`src/shared/sram_decode_pkg.sv`:
```
// Cycle decoder constants, types and contract for the burst SRAM front end
package sram_decode_pkg;
  localparam int ADDR_W   = 19;
  localparam int LANES    = 4;
  localparam int LANE_W   = 8;
  localparam int DATA_W   = LANES * LANE_W;
  localparam int BURST_W  = 2;
  localparam int SLEEP_CYC = 2;
  localparam logic [BURST_W-1:0] BURST_ONE = 2'h1;
  localparam logic [1:0] SLEEP_ZERO = 2'h0;

  typedef enum logic [5:0] {
    CYC_IDLE     = 6'h01,
    CYC_DESELECT = 6'h02,
    CYC_BEGIN    = 6'h04,
    CYC_CONTINUE = 6'h08,
    CYC_SUSPEND  = 6'h10,
    CYC_SLEEP    = 6'h20
  } cycle_t;

  typedef struct packed {
    logic primaryChipSelectN;
    logic depthSelectHigh;
    logic depthSelectLowN;
    logic processorAddrStrobeN;
    logic controllerAddrStrobeN;
    logic burstAdvanceN;
  } ctrl_t;

  typedef struct packed {
    logic             allBytesWriteN;
    logic             byteWriteGateN;
    logic [LANES-1:0] laneWriteSelectN;
  } wr_t;
endpackage : sram_decode_pkg

```
`src/sram_cycle_decode.sv`:
```
`timescale 1ns/1ps
// Cycle decoder and data path control for a flow-through burst SRAM
module sram_cycle_decode (
  input  wire logic                                clk,
  input  wire logic                                rstn,
  input  wire sram_decode_pkg::ctrl_t              ctrl,
  input  wire sram_decode_pkg::wr_t                wr,
  input  wire logic                                sleepRequest,
  input  wire logic                                outputEnableN,
  input  wire logic                                burstOrderSelect,
  input  wire logic [sram_decode_pkg::ADDR_W-1:0]  addr,
  input  wire logic [sram_decode_pkg::DATA_W-1:0]  dataIn,
  output logic      [sram_decode_pkg::DATA_W-1:0]  dataOut,
  output logic      [sram_decode_pkg::DATA_W-1:0]  dataOe,
  output logic      [sram_decode_pkg::ADDR_W-1:0]  coreAddr,
  output logic                                     coreRead,
  output logic      [sram_decode_pkg::LANES-1:0]   coreLaneWrite,
  output logic      [sram_decode_pkg::DATA_W-1:0]  coreWriteData,
  input  wire logic [sram_decode_pkg::DATA_W-1:0]  coreReadData,
  output sram_decode_pkg::cycle_t                  cycle,
  output logic                                     powerDown,
  output logic                                     asleep
);
  import sram_decode_pkg::*;

  logic   selected, newAccess, procStart, ctrlStart, writeAny, holdWrite;
  logic   counterLoad, counterStep;
  logic [LANES-1:0]   laneWrite;
  logic [BURST_W-1:0] offset;
  cycle_t             cycle_d, cycle_q;
  logic [ADDR_W-1:0]  addr_d, addr_q;
  logic               read_d, read_q;
  logic [LANES-1:0]   lanes_d, lanes_q;
  logic [DATA_W-1:0]  wdata_d, wdata_q;
  logic [1:0]         sleepCnt_d, sleepCnt_q;
  logic               asleep_d, asleep_q;
  logic               procCycle_d, procCycle_q;

  assign selected = !ctrl.primaryChipSelectN && ctrl.depthSelectHigh && !ctrl.depthSelectLowN;

  // Processor strobe is ignored while the primary select is high
  assign procStart = !ctrl.processorAddrStrobeN && !ctrl.primaryChipSelectN;
  // Controller strobe counts unless a live processor strobe outranks it
  assign ctrlStart = !ctrl.controllerAddrStrobeN && !procStart;
  assign newAccess = procStart || ctrlStart;

  // Combined write and lane map
  always_comb begin
    writeAny  = !wr.allBytesWriteN
              || (!wr.byteWriteGateN && !(&wr.laneWriteSelectN));
    laneWrite = '0;
    if (!wr.allBytesWriteN) begin
      laneWrite = '1;
    end else if (!wr.byteWriteGateN) begin
      laneWrite = ~wr.laneWriteSelectN;
    end
  end

  // Sleep entry and exit both take two clocks to settle
  always_comb begin
    sleepCnt_d = sleepCnt_q;
    asleep_d   = asleep_q;
    if (sleepRequest != asleep_q) begin
      if (sleepCnt_q == 2'(SLEEP_CYC - 1)) begin
        asleep_d   = sleepRequest;
        sleepCnt_d = SLEEP_ZERO;
      end else begin
        sleepCnt_d = sleepCnt_q + 2'h1;
      end
    end else begin
      sleepCnt_d = SLEEP_ZERO;
    end
  end

  // Cycle decode
  always_comb begin
    cycle_d     = CYC_IDLE;
    addr_d      = addr_q;
    read_d      = 1'b0;
    lanes_d     = '0;
    wdata_d     = wdata_q;
    procCycle_d = 1'b0;
    counterLoad = 1'b0;
    counterStep = 1'b0;
    holdWrite   = writeAny && !procCycle_q;
    if (sleepRequest || asleep_q) begin
      cycle_d = CYC_SLEEP;
    end else if (newAccess && !selected) begin
      cycle_d = CYC_DESELECT;
    end else if (procStart) begin
      cycle_d     = CYC_BEGIN;
      addr_d      = addr;
      read_d      = 1'b1;
      procCycle_d = 1'b1;
      counterLoad = 1'b1;
    end else if (ctrlStart) begin
      cycle_d     = CYC_BEGIN;
      addr_d      = addr;
      counterLoad = 1'b1;
      if (writeAny) begin
        lanes_d = laneWrite;
        wdata_d = dataIn;
      end else begin
        read_d = 1'b1;
      end
    end else begin
      // Write attempted in the edge after a processor start is still honoured; the
      // controller is expected to wait one edge
      holdWrite = writeAny;
      if (!ctrl.burstAdvanceN) begin
        cycle_d     = CYC_CONTINUE;
        counterStep = 1'b1;
      end else begin
        cycle_d = CYC_SUSPEND;
      end
      if (holdWrite) begin
        lanes_d = laneWrite;
        wdata_d = dataIn;
      end else begin
        read_d = 1'b1;
      end
    end
  end

  always_ff @(posedge clk) begin
    if (!rstn) begin
      cycle_q     <= CYC_IDLE;
      addr_q      <= '0;
      read_q      <= 1'b0;
      lanes_q     <= '0;
      wdata_q     <= '0;
      sleepCnt_q  <= SLEEP_ZERO;
      asleep_q    <= 1'b0;
      procCycle_q <= 1'b0;
    end else begin
      cycle_q     <= cycle_d;
      addr_q      <= addr_d;
      read_q      <= read_d;
      lanes_q     <= lanes_d;
      wdata_q     <= wdata_d;
      sleepCnt_q  <= sleepCnt_d;
      asleep_q    <= asleep_d;
      procCycle_q <= procCycle_d;
    end
  end

  burst_counter u_counter (
    .clk         (clk),
    .rstn        (rstn),
    .load        (counterLoad),
    .step        (counterStep),
    .interleaved (burstOrderSelect),
    .start       (addr[BURST_W-1:0]),
    .offset      (offset)
  );

  // Low address bits follow the burst counter once the burst has begun
  assign coreAddr      = {addr_q[ADDR_W-1:BURST_W], offset};
  assign coreRead      = read_q;
  assign coreLaneWrite = lanes_q;
  assign coreWriteData = wdata_q;
  assign cycle         = cycle_q;
  assign asleep        = asleep_q;
  assign powerDown     = (cycle_q == CYC_DESELECT) || (cycle_q == CYC_SLEEP);
  assign dataOut       = coreReadData;

  // Enable is asynchronous on purpose: it gates the pins without a clock edge
  always_comb begin
    dataOe = '0;
    if (read_q && !outputEnableN && !sleepRequest && !asleep_q) begin
      dataOe = '1;
    end
  end
endmodule : sram_cycle_decode

```
`src/burst_counter.sv`:
```
`timescale 1ns/1ps
// Two-bit wraparound burst counter with linear or interleaved order
module burst_counter (
  input  wire logic                                clk,
  input  wire logic                                rstn,
  input  wire logic                                load,
  input  wire logic                                step,
  input  wire logic                                interleaved,
  input  wire logic [sram_decode_pkg::BURST_W-1:0] start,
  output logic      [sram_decode_pkg::BURST_W-1:0] offset
);
  import sram_decode_pkg::*;
  logic [BURST_W-1:0] base_q, base_d, count_q, count_d;

  always_comb begin
    base_d  = base_q;
    count_d = count_q;
    if (load) begin
      base_d  = start;
      count_d = '0;
    end else if (step) begin
      count_d = count_q + BURST_ONE;
    end
  end

  always_ff @(posedge clk) begin
    if (!rstn) begin
      base_q  <= '0;
      count_q <= '0;
    end else begin
      base_q  <= base_d;
      count_q <= count_d;
    end
  end

  // Interleave is an XOR of the step count, linear is a sum mod four
  assign offset = interleaved ? (base_q ^ count_q) : (base_q + count_q);
endmodule : burst_counter

```
`config.mk`:
```
export PLATFORM = sky130hd
export DESIGN_NAME = sram_cycle_decode
export DESIGN_NICKNAME = d
export VERILOG_FILES = /design/src/shared/sram_decode_pkg.sv /design/src/sram_cycle_decode.sv /design/src/burst_counter.sv
export SDC_FILE = /design/constraint.sdc
export NUM_CORES = 1
export LEC_CHECK = 0
export BUFFER_PORTS_ARGS = -buffer_cell sky130_fd_sc_hd__buf_2
export CAP_MARGIN = 20
export CORE_AREA = 5 5 93 95
export CTS_BUF_LIST = sky130_fd_sc_hd__clkbuf_4
export DETAILED_ROUTE_END_ITERATION = 10
export DIE_AREA = 0 0 98 100
export PLACE_DENSITY = 0.92
export RECOVER_POWER = 25
export REMOVE_ABC_BUFFERS = 1
export SETUP_SLACK_MARGIN = 0.02
export SLEW_MARGIN = 20
export SYNTH_ARGS = -nofsm -noshare
export SYNTH_HDL_FRONTEND = slang
export SYNTH_HIERARCHICAL = 1
export SYNTH_SLANG_ARGS = --single-unit
```
`constraint.sdc`:
```
create_clock -name clk -period 3.9 [get_ports clk]
set_input_delay 0.39 -clock clk [delete_from_list [all_inputs] [get_ports clk]]
set_output_delay 0.39 -clock clk [all_outputs]
set_load 0.03 [all_outputs]
```
==> results of run 1 <==
==> metrics by stage <==
step	hold slack, ns	setup slack (ns)
3_5_place_dp	0.416	1.66
6_report	0.170	1.83
5_1_grt	0.143	1.68
3_3_place_gp	0.405	1.77
2_1_floorplan	0.398	-25.96
4_1_cts	0.138	1.79
==> metal layers <==
metal | global-route usage (%) | up-vias
met5 | 4.62 | -
met4 | 6.71 | 2
met3 | 12.2 | 19
met2 | 25.3 | 150
met1 | 17.1 | 1136
li1 | - | 1268
==> state kept, by name (all words and copies together), names as in the netlist <==
| name | flops |
|---|---|
| addr_q | 17 |
| asleep | 1 |
| coreLaneWrite | 4 |
| coreRead | 1 |
| coreWriteData | 32 |
| cycle | 6 |
| sleepCnt_q | 2 |
| u_counter/base_q | 2 |
| u_counter/count_q | 2 |
==> synthesized netlist by cell type <==
master	number	area (µm²)
o21bai_1	1	7.51
buf_2	1	5.00
a21oi_2	1	8.76
nand2b_1	1	6.26
nor3_2	1	10.0
clkbuf_1	9	33.8
o21ai_0	1	5.00
nor4b_1	2	17.5
or4_1	1	7.51
and4_1	1	8.76
dfxtp_1	67	1340
o221a_1	1	11.3
nor2_1	14	52.6
nor3b_2	1	12.5
buf_12	3	60.1
buf_6	2	22.5
nand2_1	103	387
xnor2_1	4	35.0
a21oi_1	18	90.1
buf_4	63	473
inv_2	1	3.75
inv_1	5	18.8
a21bo_1	1	10.0
mux2i_1	34	340
nand3b_1	2	15.0
nor3_1	1	5.00
o21a_1	4	30.0
nand3_1	2	10.0
nor2_2	1	6.26
ha_1	3	37.5
nor3b_1	1	7.51
nand3_4	1	17.5
nor2b_1	3	18.8
==> worst reg2reg max path, stage by stage (launching register included) <==
cell     delay [ns]
dfxtp_1        0.36
inv_1          0.07
ha_1           0.28
o221a_2        0.96
mux2i_1        0.33
==> kinds of logic after synthesis <==
family | count (synthesis)
adder cells (fa/ha/maj) | 3
flip-flops | 67
AO/OA/AOI/OAI | 27
multiplexers | 34
AND/OR/NAND/NOR | 135
buffers and inverters | 84
XOR/XNOR | 4
==> path summary, 6_finish.rpt <==
path / from / to / slack, ns / cells past startpoint
worst min-delay path: ctrl[0] / cycle[3]$_SDFF_PP0_ / 0.17 / 2
worst min register to register: sleepCnt_q[0]$_SDFF_PP0_ / sleepCnt_q[0]$_SDFF_PP0_ / 0.43 / 1
worst max-delay path: asleep$_SDFFE_PN0P_ / coreWriteData[10]$_SDFFE_PN0P_ / 1.83 / 4
worst max register to register: asleep$_SDFFE_PN0P_ / coreWriteData[10]$_SDFFE_PN0P_ / 1.83 / 4
==> where the power goes <==
group | leakage (nW) | internal, mW | switching (mW) | total [mW]
clock | 0.0796 | 0.257 | 0.258 | 0.516
combinational | 1.14 | 0.0767 | 0.134 | 0.211
sequential | 0.545 | 0.710 | 0.0133 | 0.724
total | 1.77 | 1.04 | 0.405 | 1.45
==> layout make-up <==
cell class	instances	area share (%)
Clock inverter	7	2.55
Timing Repair Buffer	165	22.5
Tap cell	102	3.51
Inverter	6	0.620
Multi-Input combinational cell	203	32.0
Sequential cell	67	36.9
Clock buffer	9	1.86
==> placed cells by master, fill, tap and decap left out, types with 2 or more instances in the layout <==
cell type,n
nor2b_1,3
bufinv_16,2
nand2_1,103
clkbuf_4,9
clkbuf_1,9
xnor2_1,4
a21oi_1,18
dfxtp_1,67
mux2i_1,34
buf_4,2
nor2_1,14
ha_1,3
buf_2,154
clkinvlp_4,2
o21a_1,4
nand3b_1,2
inv_1,5
nand3_1,2
==> out/qor.csv, run 1 <==
stage,metric,value,unit
layout,final net count,555,
critical_path,crit path DAT,2.39,ns
die,Die Y,100,µm
detailed_routing,DR iter-0 viols,91,
critical_path,"Largest stage delay, worst path",0.96,ns
clock_tree,cts hold-fix bufs,0,
placed_design,Placement Cell Area,3490,µm²
clock_tree,total CTS buffers,9,
detailed_routing,final wirelength,8.44,mm
detailed_routing,routed wire length on met2,3.78,mm
detailed_routing,M1 WL,3.10,mm
synthesis,sequential area share after synthesis,43.1,%
synthesis,syn avg cell area,8.80,µm²
detailed_routing,uppermost layer routed,met5,
power,total chip power,1.45,mW
timing,Max Clk Rate,483,MHz
power,peak supply drop,0.152,mV
detailed_routing,WL met3,1.33,mm
clock_tree,clock sink count,67,
synthesis,XOR/XNOR share of the synthesized area,1.12,%
synthesis,Yosys reg bits,67,
global_routing,first-pass GRT wire length,12.8,mm
detailed_routing,Routed WL per cell,15.1,µm
layout,non-filler cells in the finished layout,559,
clock_tree,CTS tree,done,
layout,multi-input logic area,1160,µm²
critical_path,Startpoint Class,register,
die,Initial Util,40.7,%
synthesis,largest family of logic cells by synthesized area,buffers and inverters,
clock_tree,# resized after CTS,0,
global_routing,initial antenna violation count,0,
timing,Pins Over Slew Limit,0,
global_routing,Overflow after GRT,0,
global_routing,Overall Global Routing Usage,16.6,%
critical_path,Setup Crit Path Kind,register to register,
layout,FF+latch area,1340,µm²
layout,share of cells above drive strength 1,39.2,%
run,max-capacitance violation count,0,
synthesis,Synth Cell Area,3120,µm²
timing,Final Hold Viols,0,
timing,Tmin final,2.07,ns
detailed_routing,Vias per Instance,4.61,
timing,setup TNS,0,ns
power,Leakage,1.77,nW
die,core area,7650,µm²
placed_design,dpl hpwl,6.64,mm
placed_design,GP Congestion,0.782,
critical_path,CP bufs+invs,1,
clock_tree,htree depth,3,
critical_path,"Slowest-stage cell, CP",o221a_2,
die,Die Wd,98,µm
die,# rows,32,
global_routing,vias in the first global route,2594,
timing,Worst slew margin,27.5,%
clock_tree,Root Buffer Master,clkbuf_4,
detailed_routing,1st-pass router iterations,4,
timing,Worst-Margin Slew,1.09,ns
detailed_routing,Routed Antenna Nets,0,
status,status,"complete, no violations",
synthesis,Synth Area in Simple Gates,18.7,%
detailed_routing,Via Count,2575,
layout,cell area after layout,3630,µm²
hold_path,worst hold path class,primary input to register,
synthesis,compound-gate portion of the synthesized area,5.22,%
clock_tree,Longest Clk Path Bufs,2,
layout,area grow syn2layout,16.7,%
detailed_routing,DRC Markers,0,
die,die area,9800,µm²
power,Cell Pwr Density,399,nW/µm²
critical_path,"Largest delay share family, worst path",compound AO/OA/AOI/OAI gates,
layout,"Core Util, Final",47.5,%
synthesis,post-synthesis mux area share,10.9,%
synthesis,Synth Instances,354,
global_routing,largest net degree at the start of global routing,49,
critical_path,CP Max Fanout,32,
layout,Fillers,728,
die,boundary pin count,228,
critical_path,Worst EP required,4.22,ns
critical_path,type of destination of the critical path,register,
synthesis,yosys warns,6,
timing,Layout Skew,0.0128,ns
synthesis,Yosys cell types,33,
clock_tree,clk slew on worst S/H paths,0.11,ns
placed_design,Cells after DPL,543,
timing,final cycle utilization of the critical path,53.0,%
placed_design,port bufs,163,
layout,antenna diode count,0,
timing,Setup-failing EPs final,0,
synthesis,adder and majority cell fraction of the synthesized area,1.20,%
clock_tree,postcts setup bufs,0,
critical_path,CP cell instances,inv_1 > ha_1 > o221a_2 > mux2i_1,
clock_tree,worst skew pair latency,0.41,ns
timing,RSZ-0062 raised after global routing,false,
(Power assumes the default switching activity.)
==> run 2, diff against run 1 <==
==> constraint.sdc (replaced) <==
create_clock -name clk -period 2 [get_ports clk]
set_input_delay 0.2 -clock clk [delete_from_list [all_inputs] [get_ports clk]]
set_output_delay 0.2 -clock clk [all_outputs]
set_load 0.03 [all_outputs]
==> run 2 against run 1 <==
Effect of this change:
- setup slack worse by 1.6 ns
- wire length rose by 8.1%
- largest cell class unchanged
- largest power group unchanged
- register-to-register slack worse by 1.4 ns
- via count rose by 4.9%
- first-iteration DRC count increased by 7.7%
- non-clock buffer count up 20
- highest routed layer unchanged
- critical path depth down 1
- utilization rose by 2.3 points
- global-route usage rose by 1.1 points
==> out/qor.csv, run 2 (synthesized netlist as in run 1, its figures left out) <==
stage,metric,value,unit
layout,FF+latch area,1340,µm²
power,Gate power share,16.2,%
critical_path,Worst Reg-to-Reg Cells,5,
critical_path,CP Max Fanout,2,
hold_path,Min-Delay Endpoint,coreWriteData[24]$_SDFFE_PN0P_,
timing,RSZ-0062 raised after global routing,false,
run,max-capacitance violation count,0,
detailed_routing,Routed WL per cell,15.8,µm
critical_path,Setup Crit Path Kind,register to primary output,
global_routing,initial antenna violation count,0,
critical_path,type of destination of the critical path,primary output,
clock_tree,htree depth,3,
detailed_routing,DR iter-0 viols,98,
die,boundary pin count,228,
global_routing,Overall Global Routing Usage,17.6,%
global_routing,vias in the first global route,2736,
power,Clk pwr share,32.5,%
layout,multi-input logic area,1160,µm²
timing,final cycle utilization of the critical path,88.4,%
power,peak supply drop,0.350,mV
timing,Max Clk Rate,566,MHz
global_routing,grt met3 use,10.8,%
critical_path,Startpoint Class,register,
critical_path,crit path DAT,1.57,ns
global_routing,largest net degree at the start of global routing,33,
placed_design,dpl hpwl,6.80,mm
hold_path,Hold Crit Depth,3,
clock_tree,worst skew pair latency,0.40,ns
die,Initial Util,40.7,%
detailed_routing,DRC Markers,0,
timing,Hold WS,0.0215,ns
clock_tree,Root Buffer Master,clkbuf_4,
layout,Fillers,724,
detailed_routing,Vias per Instance,4.66,
global_routing,GRT busiest layer,met2,
timing,Setup-failing EPs final,0,
hold_path,worst hold path class,primary input to register,
layout,non-filler cells in the finished layout,579,
status,status,"complete, no violations",
power,register share of total power,51.3,%
clock_tree,clk slew on worst S/H paths,0.12,ns
global_routing,first-pass GRT wire length,13.6,mm
detailed_routing,final wirelength,9.13,mm
power,Cell Pwr Density,722,nW/µm²
timing,Layout Skew,0.00902,ns
critical_path,R2R Setup Slk,0.46,ns
die,# rows,32,
critical_path,Worst EP required,1.80,ns
layout,final net count,575,
clock_tree,total CTS buffers,9,
timing,Worst slew margin,20.4,%
critical_path,reg2reg end,coreWriteData[29]$_SDFFE_PN0P_,
layout,antenna diode count,0,
clock_tree,Longest Clk Path Bufs,2,
hold_path,Hold Path Origin,dataIn[24],
timing,Worst-Margin Slew,1.19,ns
power,Sw Pwr,0.787,mW
power,total chip power,2.75,mW
clock_tree,CTS tree,done,
critical_path,Critical R2R Launch,asleep$_SDFFE_PN0P_,
die,Die Y,100,µm
placed_design,port bufs,163,
layout,"most common cell after layout, fill and taps aside",buf_2,
power,Sw Ratio,28.6,%
layout,share of cells above drive strength 1,37.7,%
power,Int Power,1.96,mW
placed_design,GP Congestion,0.759,
detailed_routing,1st-pass router iterations,4,
layout,most frequent cells in the layout,"153 x buf_2, 103 x nand2_1, 67 x dfxtp_1, 34 x mux2i_1, 18 x a21oi_1",
detailed_routing,Routed Antenna Nets,0,
placed_design,Cells after DPL,546,
clock_tree,clock sink count,67,
layout,area grow syn2layout,22.3,%
global_routing,met2 Usage GRT,28.2,%
die,die area,9800,µm²
timing,Final Hold Viols,0,
timing,Tmin final,1.77,ns
timing,Pins Over Slew Limit,0,
global_routing,met1 usage,19.1,%
detailed_routing,Via Count,2700,
global_routing,Overflow after GRT,0,
power,Leakage,1.84,nW
die,Die Wd,98,µm
layout,max FFs per register,32,
die,core area,7650,µm²
==> run 2: power groups by stage <==
stage / logic (mW) / clock network (mW) / registers (mW)
after global routing: 0.482 / 0.989 / 1.42
after global placement: 0.412 / 0 / 1.44
after detailed placement: 0.423 / 0 / 1.44
after CTS: 0.434 / 0.925 / 1.41
after floorplan: 0.151 / 0 / 1.53
final: 0.446 / 0.894 / 1.41
==> run 2: critical path, cell delays in order, from the launching register on <==
cell	delay (ns)
dfxtp_1	0.32
or4_1	0.51
nor2_1	0.11
buf_2	0.22
==> run 2: through the flow <==
stage                     worst slack [ns]  setup TNS, ns  cell area (µm²)  utilization, %
after global routing                 0.102              0             3810            49.8
final                                0.233              0             3810            49.8
after floorplan                     -27.51        -890.94             2520               -
after CTS                            0.190              0             3730            48.7
after detailed placement             0.468              0             3520            46.0
after global placement               0.536              0             3520            46.0
==> run 2: what timing repair did <==
action,CTS,global route
hold buffers,7,10
resized for setup,0,0
endpoints found under the setup margin,0,0
setup buffers,0,0
endpoints found under the hold margin,7,10
==> run 2: cell type report <==
| cell class | instances | share of cell area [%] |
|---|---|---|
| well taps | 102 | 3.35 |
| repair buffers | 185 | 26.8 |
| multi-input cells | 203 | 30.5 |
| clock buffers | 11 | 2.17 |
| clock inverters | 5 | 1.41 |
| flip-flops and latches | 67 | 35.2 |
| inverters | 6 | 0.591 |
==> run 2: how the worst max path moves through the flow <==
stage / start / to / slack (ns) / cells after the start
detailed placement: asleep$_SDFFE_PN0P_ / coreWriteData[10]$_SDFFE_PN0P_ / 0.47 / 5
global route: u_counter/count_q[0]$_SDFFE_PP0P_ / coreAddr[1] / 0.10 / 4
CTS: cycle[0]$_SDFF_PN1_ / powerDown / 0.19 / 3
floorplan: coreRead$_SDFF_PP0_ / dataOe[0] / -27.51 / 1
finish: cycle[0]$_SDFF_PN1_ / powerDown / 0.23 / 3
global placement: sleepRequest / coreWriteData[1]$_SDFFE_PN0P_ / 0.54 / 6
==> run 2: metal layers <==
layer / vias to the layer above / routed length [µm]
li1: 1306 / -
met1: 1221 / 3530
met2: 153 / 4240
met3: 18 / 1110
met4: 2 / 189
met5: - / 58
==> run 3, diff against run 2 <==
--- a/config.mk
+++ b/config.mk
@@ -7,10 +7,10 @@
 export LEC_CHECK = 0
 export BUFFER_PORTS_ARGS = -buffer_cell sky130_fd_sc_hd__buf_2
 export CAP_MARGIN = 20
-export CORE_AREA = 5 5 93 95
+export CORE_AREA = 2 2 90 92
 export CTS_BUF_LIST = sky130_fd_sc_hd__clkbuf_4
 export DETAILED_ROUTE_END_ITERATION = 10
-export DIE_AREA = 0 0 98 100
+export DIE_AREA = 0 0 92 94
 export PLACE_DENSITY = 0.92
 export RECOVER_POWER = 25
 export REMOVE_ABC_BUFFERS = 1
==> run 3 against run 2 <==
Effect of this change:
- first-iteration DRC count is 22% lower
- design area down 2.7%
- clock power grew 13%
- critical path depth stayed put
- via count decreased by 1.9%
- clock skew rose by 0.0012 ns
- die area is 12% lower
- wire length fell by 8.3%
- sequential share of layout area grew 0.97 points
- worst hold slack improved by 0.010 ns
- register-to-register slack lost 0.18 ns
- largest power group unchanged
- global-route usage is 0.97 points higher
==> out/qor.csv, run 3 (synthesized netlist as in run 1, its figures left out) <==
stage,metric,value,unit
layout,share of cells above drive strength 1,39.0,%
layout,cell area after layout,3710,µm²
critical_path,"Slowest-stage cell, CP",or4_1,
layout,final net count,562,
critical_path,"Largest stage delay, worst path",0.52,ns
die,core area,7610,µm²
clock_tree,Longest Clk Path Bufs,2,
clock_tree,postcts setup bufs,0,
layout,area grow syn2layout,19.0,%
die,# rows,32,
detailed_routing,1st-pass router iterations,4,
timing,final cycle utilization of the critical path,88.4,%
critical_path,Worst EP required,1.80,ns
detailed_routing,DRC Markers,0,
detailed_routing,Routed Antenna Nets,0,
power,peak supply drop,0.272,mV
timing,Tmin final,1.77,ns
detailed_routing,DR iter-0 viols,76,
status,status,"complete, no violations",
detailed_routing,Via Count,2649,
placed_design,dpl hpwl,6.50,mm
timing,Layout Skew,0.0102,ns
hold_path,worst hold path class,primary input to register,
global_routing,largest net degree at the start of global routing,33,
critical_path,Critical R2R Launch,asleep$_SDFFE_PN0P_,
power,Leakage,1.80,nW
critical_path,CP Max Fanout,2,
power,Cell Pwr Density,767,nW/µm²
die,Die Wd,92,µm
global_routing,initial antenna violation count,0,
layout,max FFs per register,32,
timing,Pins Over Slew Limit,0,
layout,antenna diode count,0,
timing,Worst slew margin,55.9,%
layout,"Core Util, Final",48.8,%
clock_tree,# resized after CTS,0,
global_routing,first-pass GRT wire length,12.3,mm
clock_tree,CTS tree,done,
run,max-capacitance violation count,0,
die,boundary pin count,228,
timing,Setup-failing EPs final,0,
global_routing,vias in the first global route,2455,
timing,Hold WS,0.0316,ns
die,Initial Util,41.0,%
die,die area,8650,µm²
die,Die Y,94,µm
critical_path,crit path DAT,1.57,ns
clock_tree,total CTS buffers,9,
hold_path,Hold Path Origin,addr[17],
timing,Final Hold Viols,0,
clock_tree,clk slew on worst S/H paths,0.12,ns
detailed_routing,final wirelength,8.37,mm
timing,Worst-Margin Slew,0.662,ns
critical_path,Startpoint Class,register,
critical_path,Setup Crit Path Kind,register to primary output,
clock_tree,htree depth,3,
global_routing,Overflow after GRT,0,
layout,Fillers,754,
placed_design,port bufs,163,
layout,most frequent cells in the layout,"153 x buf_2, 103 x nand2_1, 67 x dfxtp_1, 34 x mux2i_1, 18 x a21oi_1",
power,total chip power,2.85,mW
timing,setup TNS,0,ns
detailed_routing,Routed WL per cell,14.8,µm
timing,RSZ-0062 raised after global routing,false,
clock_tree,Root Buffer Master,clkbuf_4,
clock_tree,worst skew pair latency,0.39,ns
detailed_routing,Vias per Instance,4.68,
timing,Max Clk Rate,565,MHz
critical_path,origin of the worst setup path,cycle[0]$_SDFF_PN1_,
placed_design,Placement Cell Area,3520,µm²
layout,"most common cell after layout, fill and taps aside",buf_2,
critical_path,CP cell instances,or4_1 > nor2_1 > buf_2,
placed_design,GP Congestion,0.783,
clock_tree,clock sink count,67,
global_routing,Overall Global Routing Usage,18.6,%
critical_path,type of destination of the critical path,primary output,
==> run 3: cell count changes in the layout (fill, tap and decap cells not counted) <==
cell,change
bufinv_16,+1
clkbuf_1,-1
clkbuf_4,-2
buf_4,+1
clkinv_4,+1
dlygate4sd3_1,-13
==> run 3: layout make-up <==
class	instances	area, µm²	area share, %
well taps	102	128	3.44
inverters	6	22.5	0.607
clock inverters	7	92.6	2.50
clock buffers	9	67.6	1.82
repair buffers	172	893	24.1
flip-flops and latches	67	1340	36.2
multi-input cells	203	1160	31.4
==> run 3: path summary, 6_finish.rpt <==
| path | end | slack, ns | cells past startpoint |
|---|---|---|---|
| setup / recovery | powerDown | 0.23 | 3 |
| hold / removal | addr_q[17]$_SDFFE_PN0P_ | 0.03 | 3 |
| setup reg to reg | u_counter/base_q[0]$_SDFFE_PN0P_ | 0.28 | 6 |
| hold reg to reg | sleepCnt_q[0]$_SDFF_PP0_ | 0.43 | 1 |
==> run 3: routing by layer <==
layer  routed length (µm)  up-vias  global-route usage (%)
li1                     -     1283                       -
met1                 3090     1196                    19.3
met2                 3720      156                    28.1
met3                 1390       12                    13.6
met4                  104        2                    7.46
met5                   61        -                    7.05
==> run 3: repair_timing <==
| item | CTS | global route |
|---|---|---|
| endpoints found under the setup margin | 0 | 0 |
| endpoints found under the hold margin | 4 | 0 |
| hold buffers | 4 | 0 |
==> run 3: where the power goes <==
part / internal (mW) / switching (mW)
combinational: 0.160 / 0.264
clock: 0.502 / 0.507
sequential: 1.39 / 0.0266
==> run 3: per-stage QoR <==
step                      setup WS (ns)  cells
after floorplan                  -27.51    276
after global placement            0.368    546
after detailed placement          0.297    546
after CTS                         0.188    566
after global routing              0.148    566
final                             0.231    566
==> run 3: worst max-delay path, delay by kind of cell (launching register included) <==
family                 cells  cell delay (ns)
flip-flops                 1             0.33
AND/OR/NAND/NOR            2             0.64
buffers and inverters      1             0.22
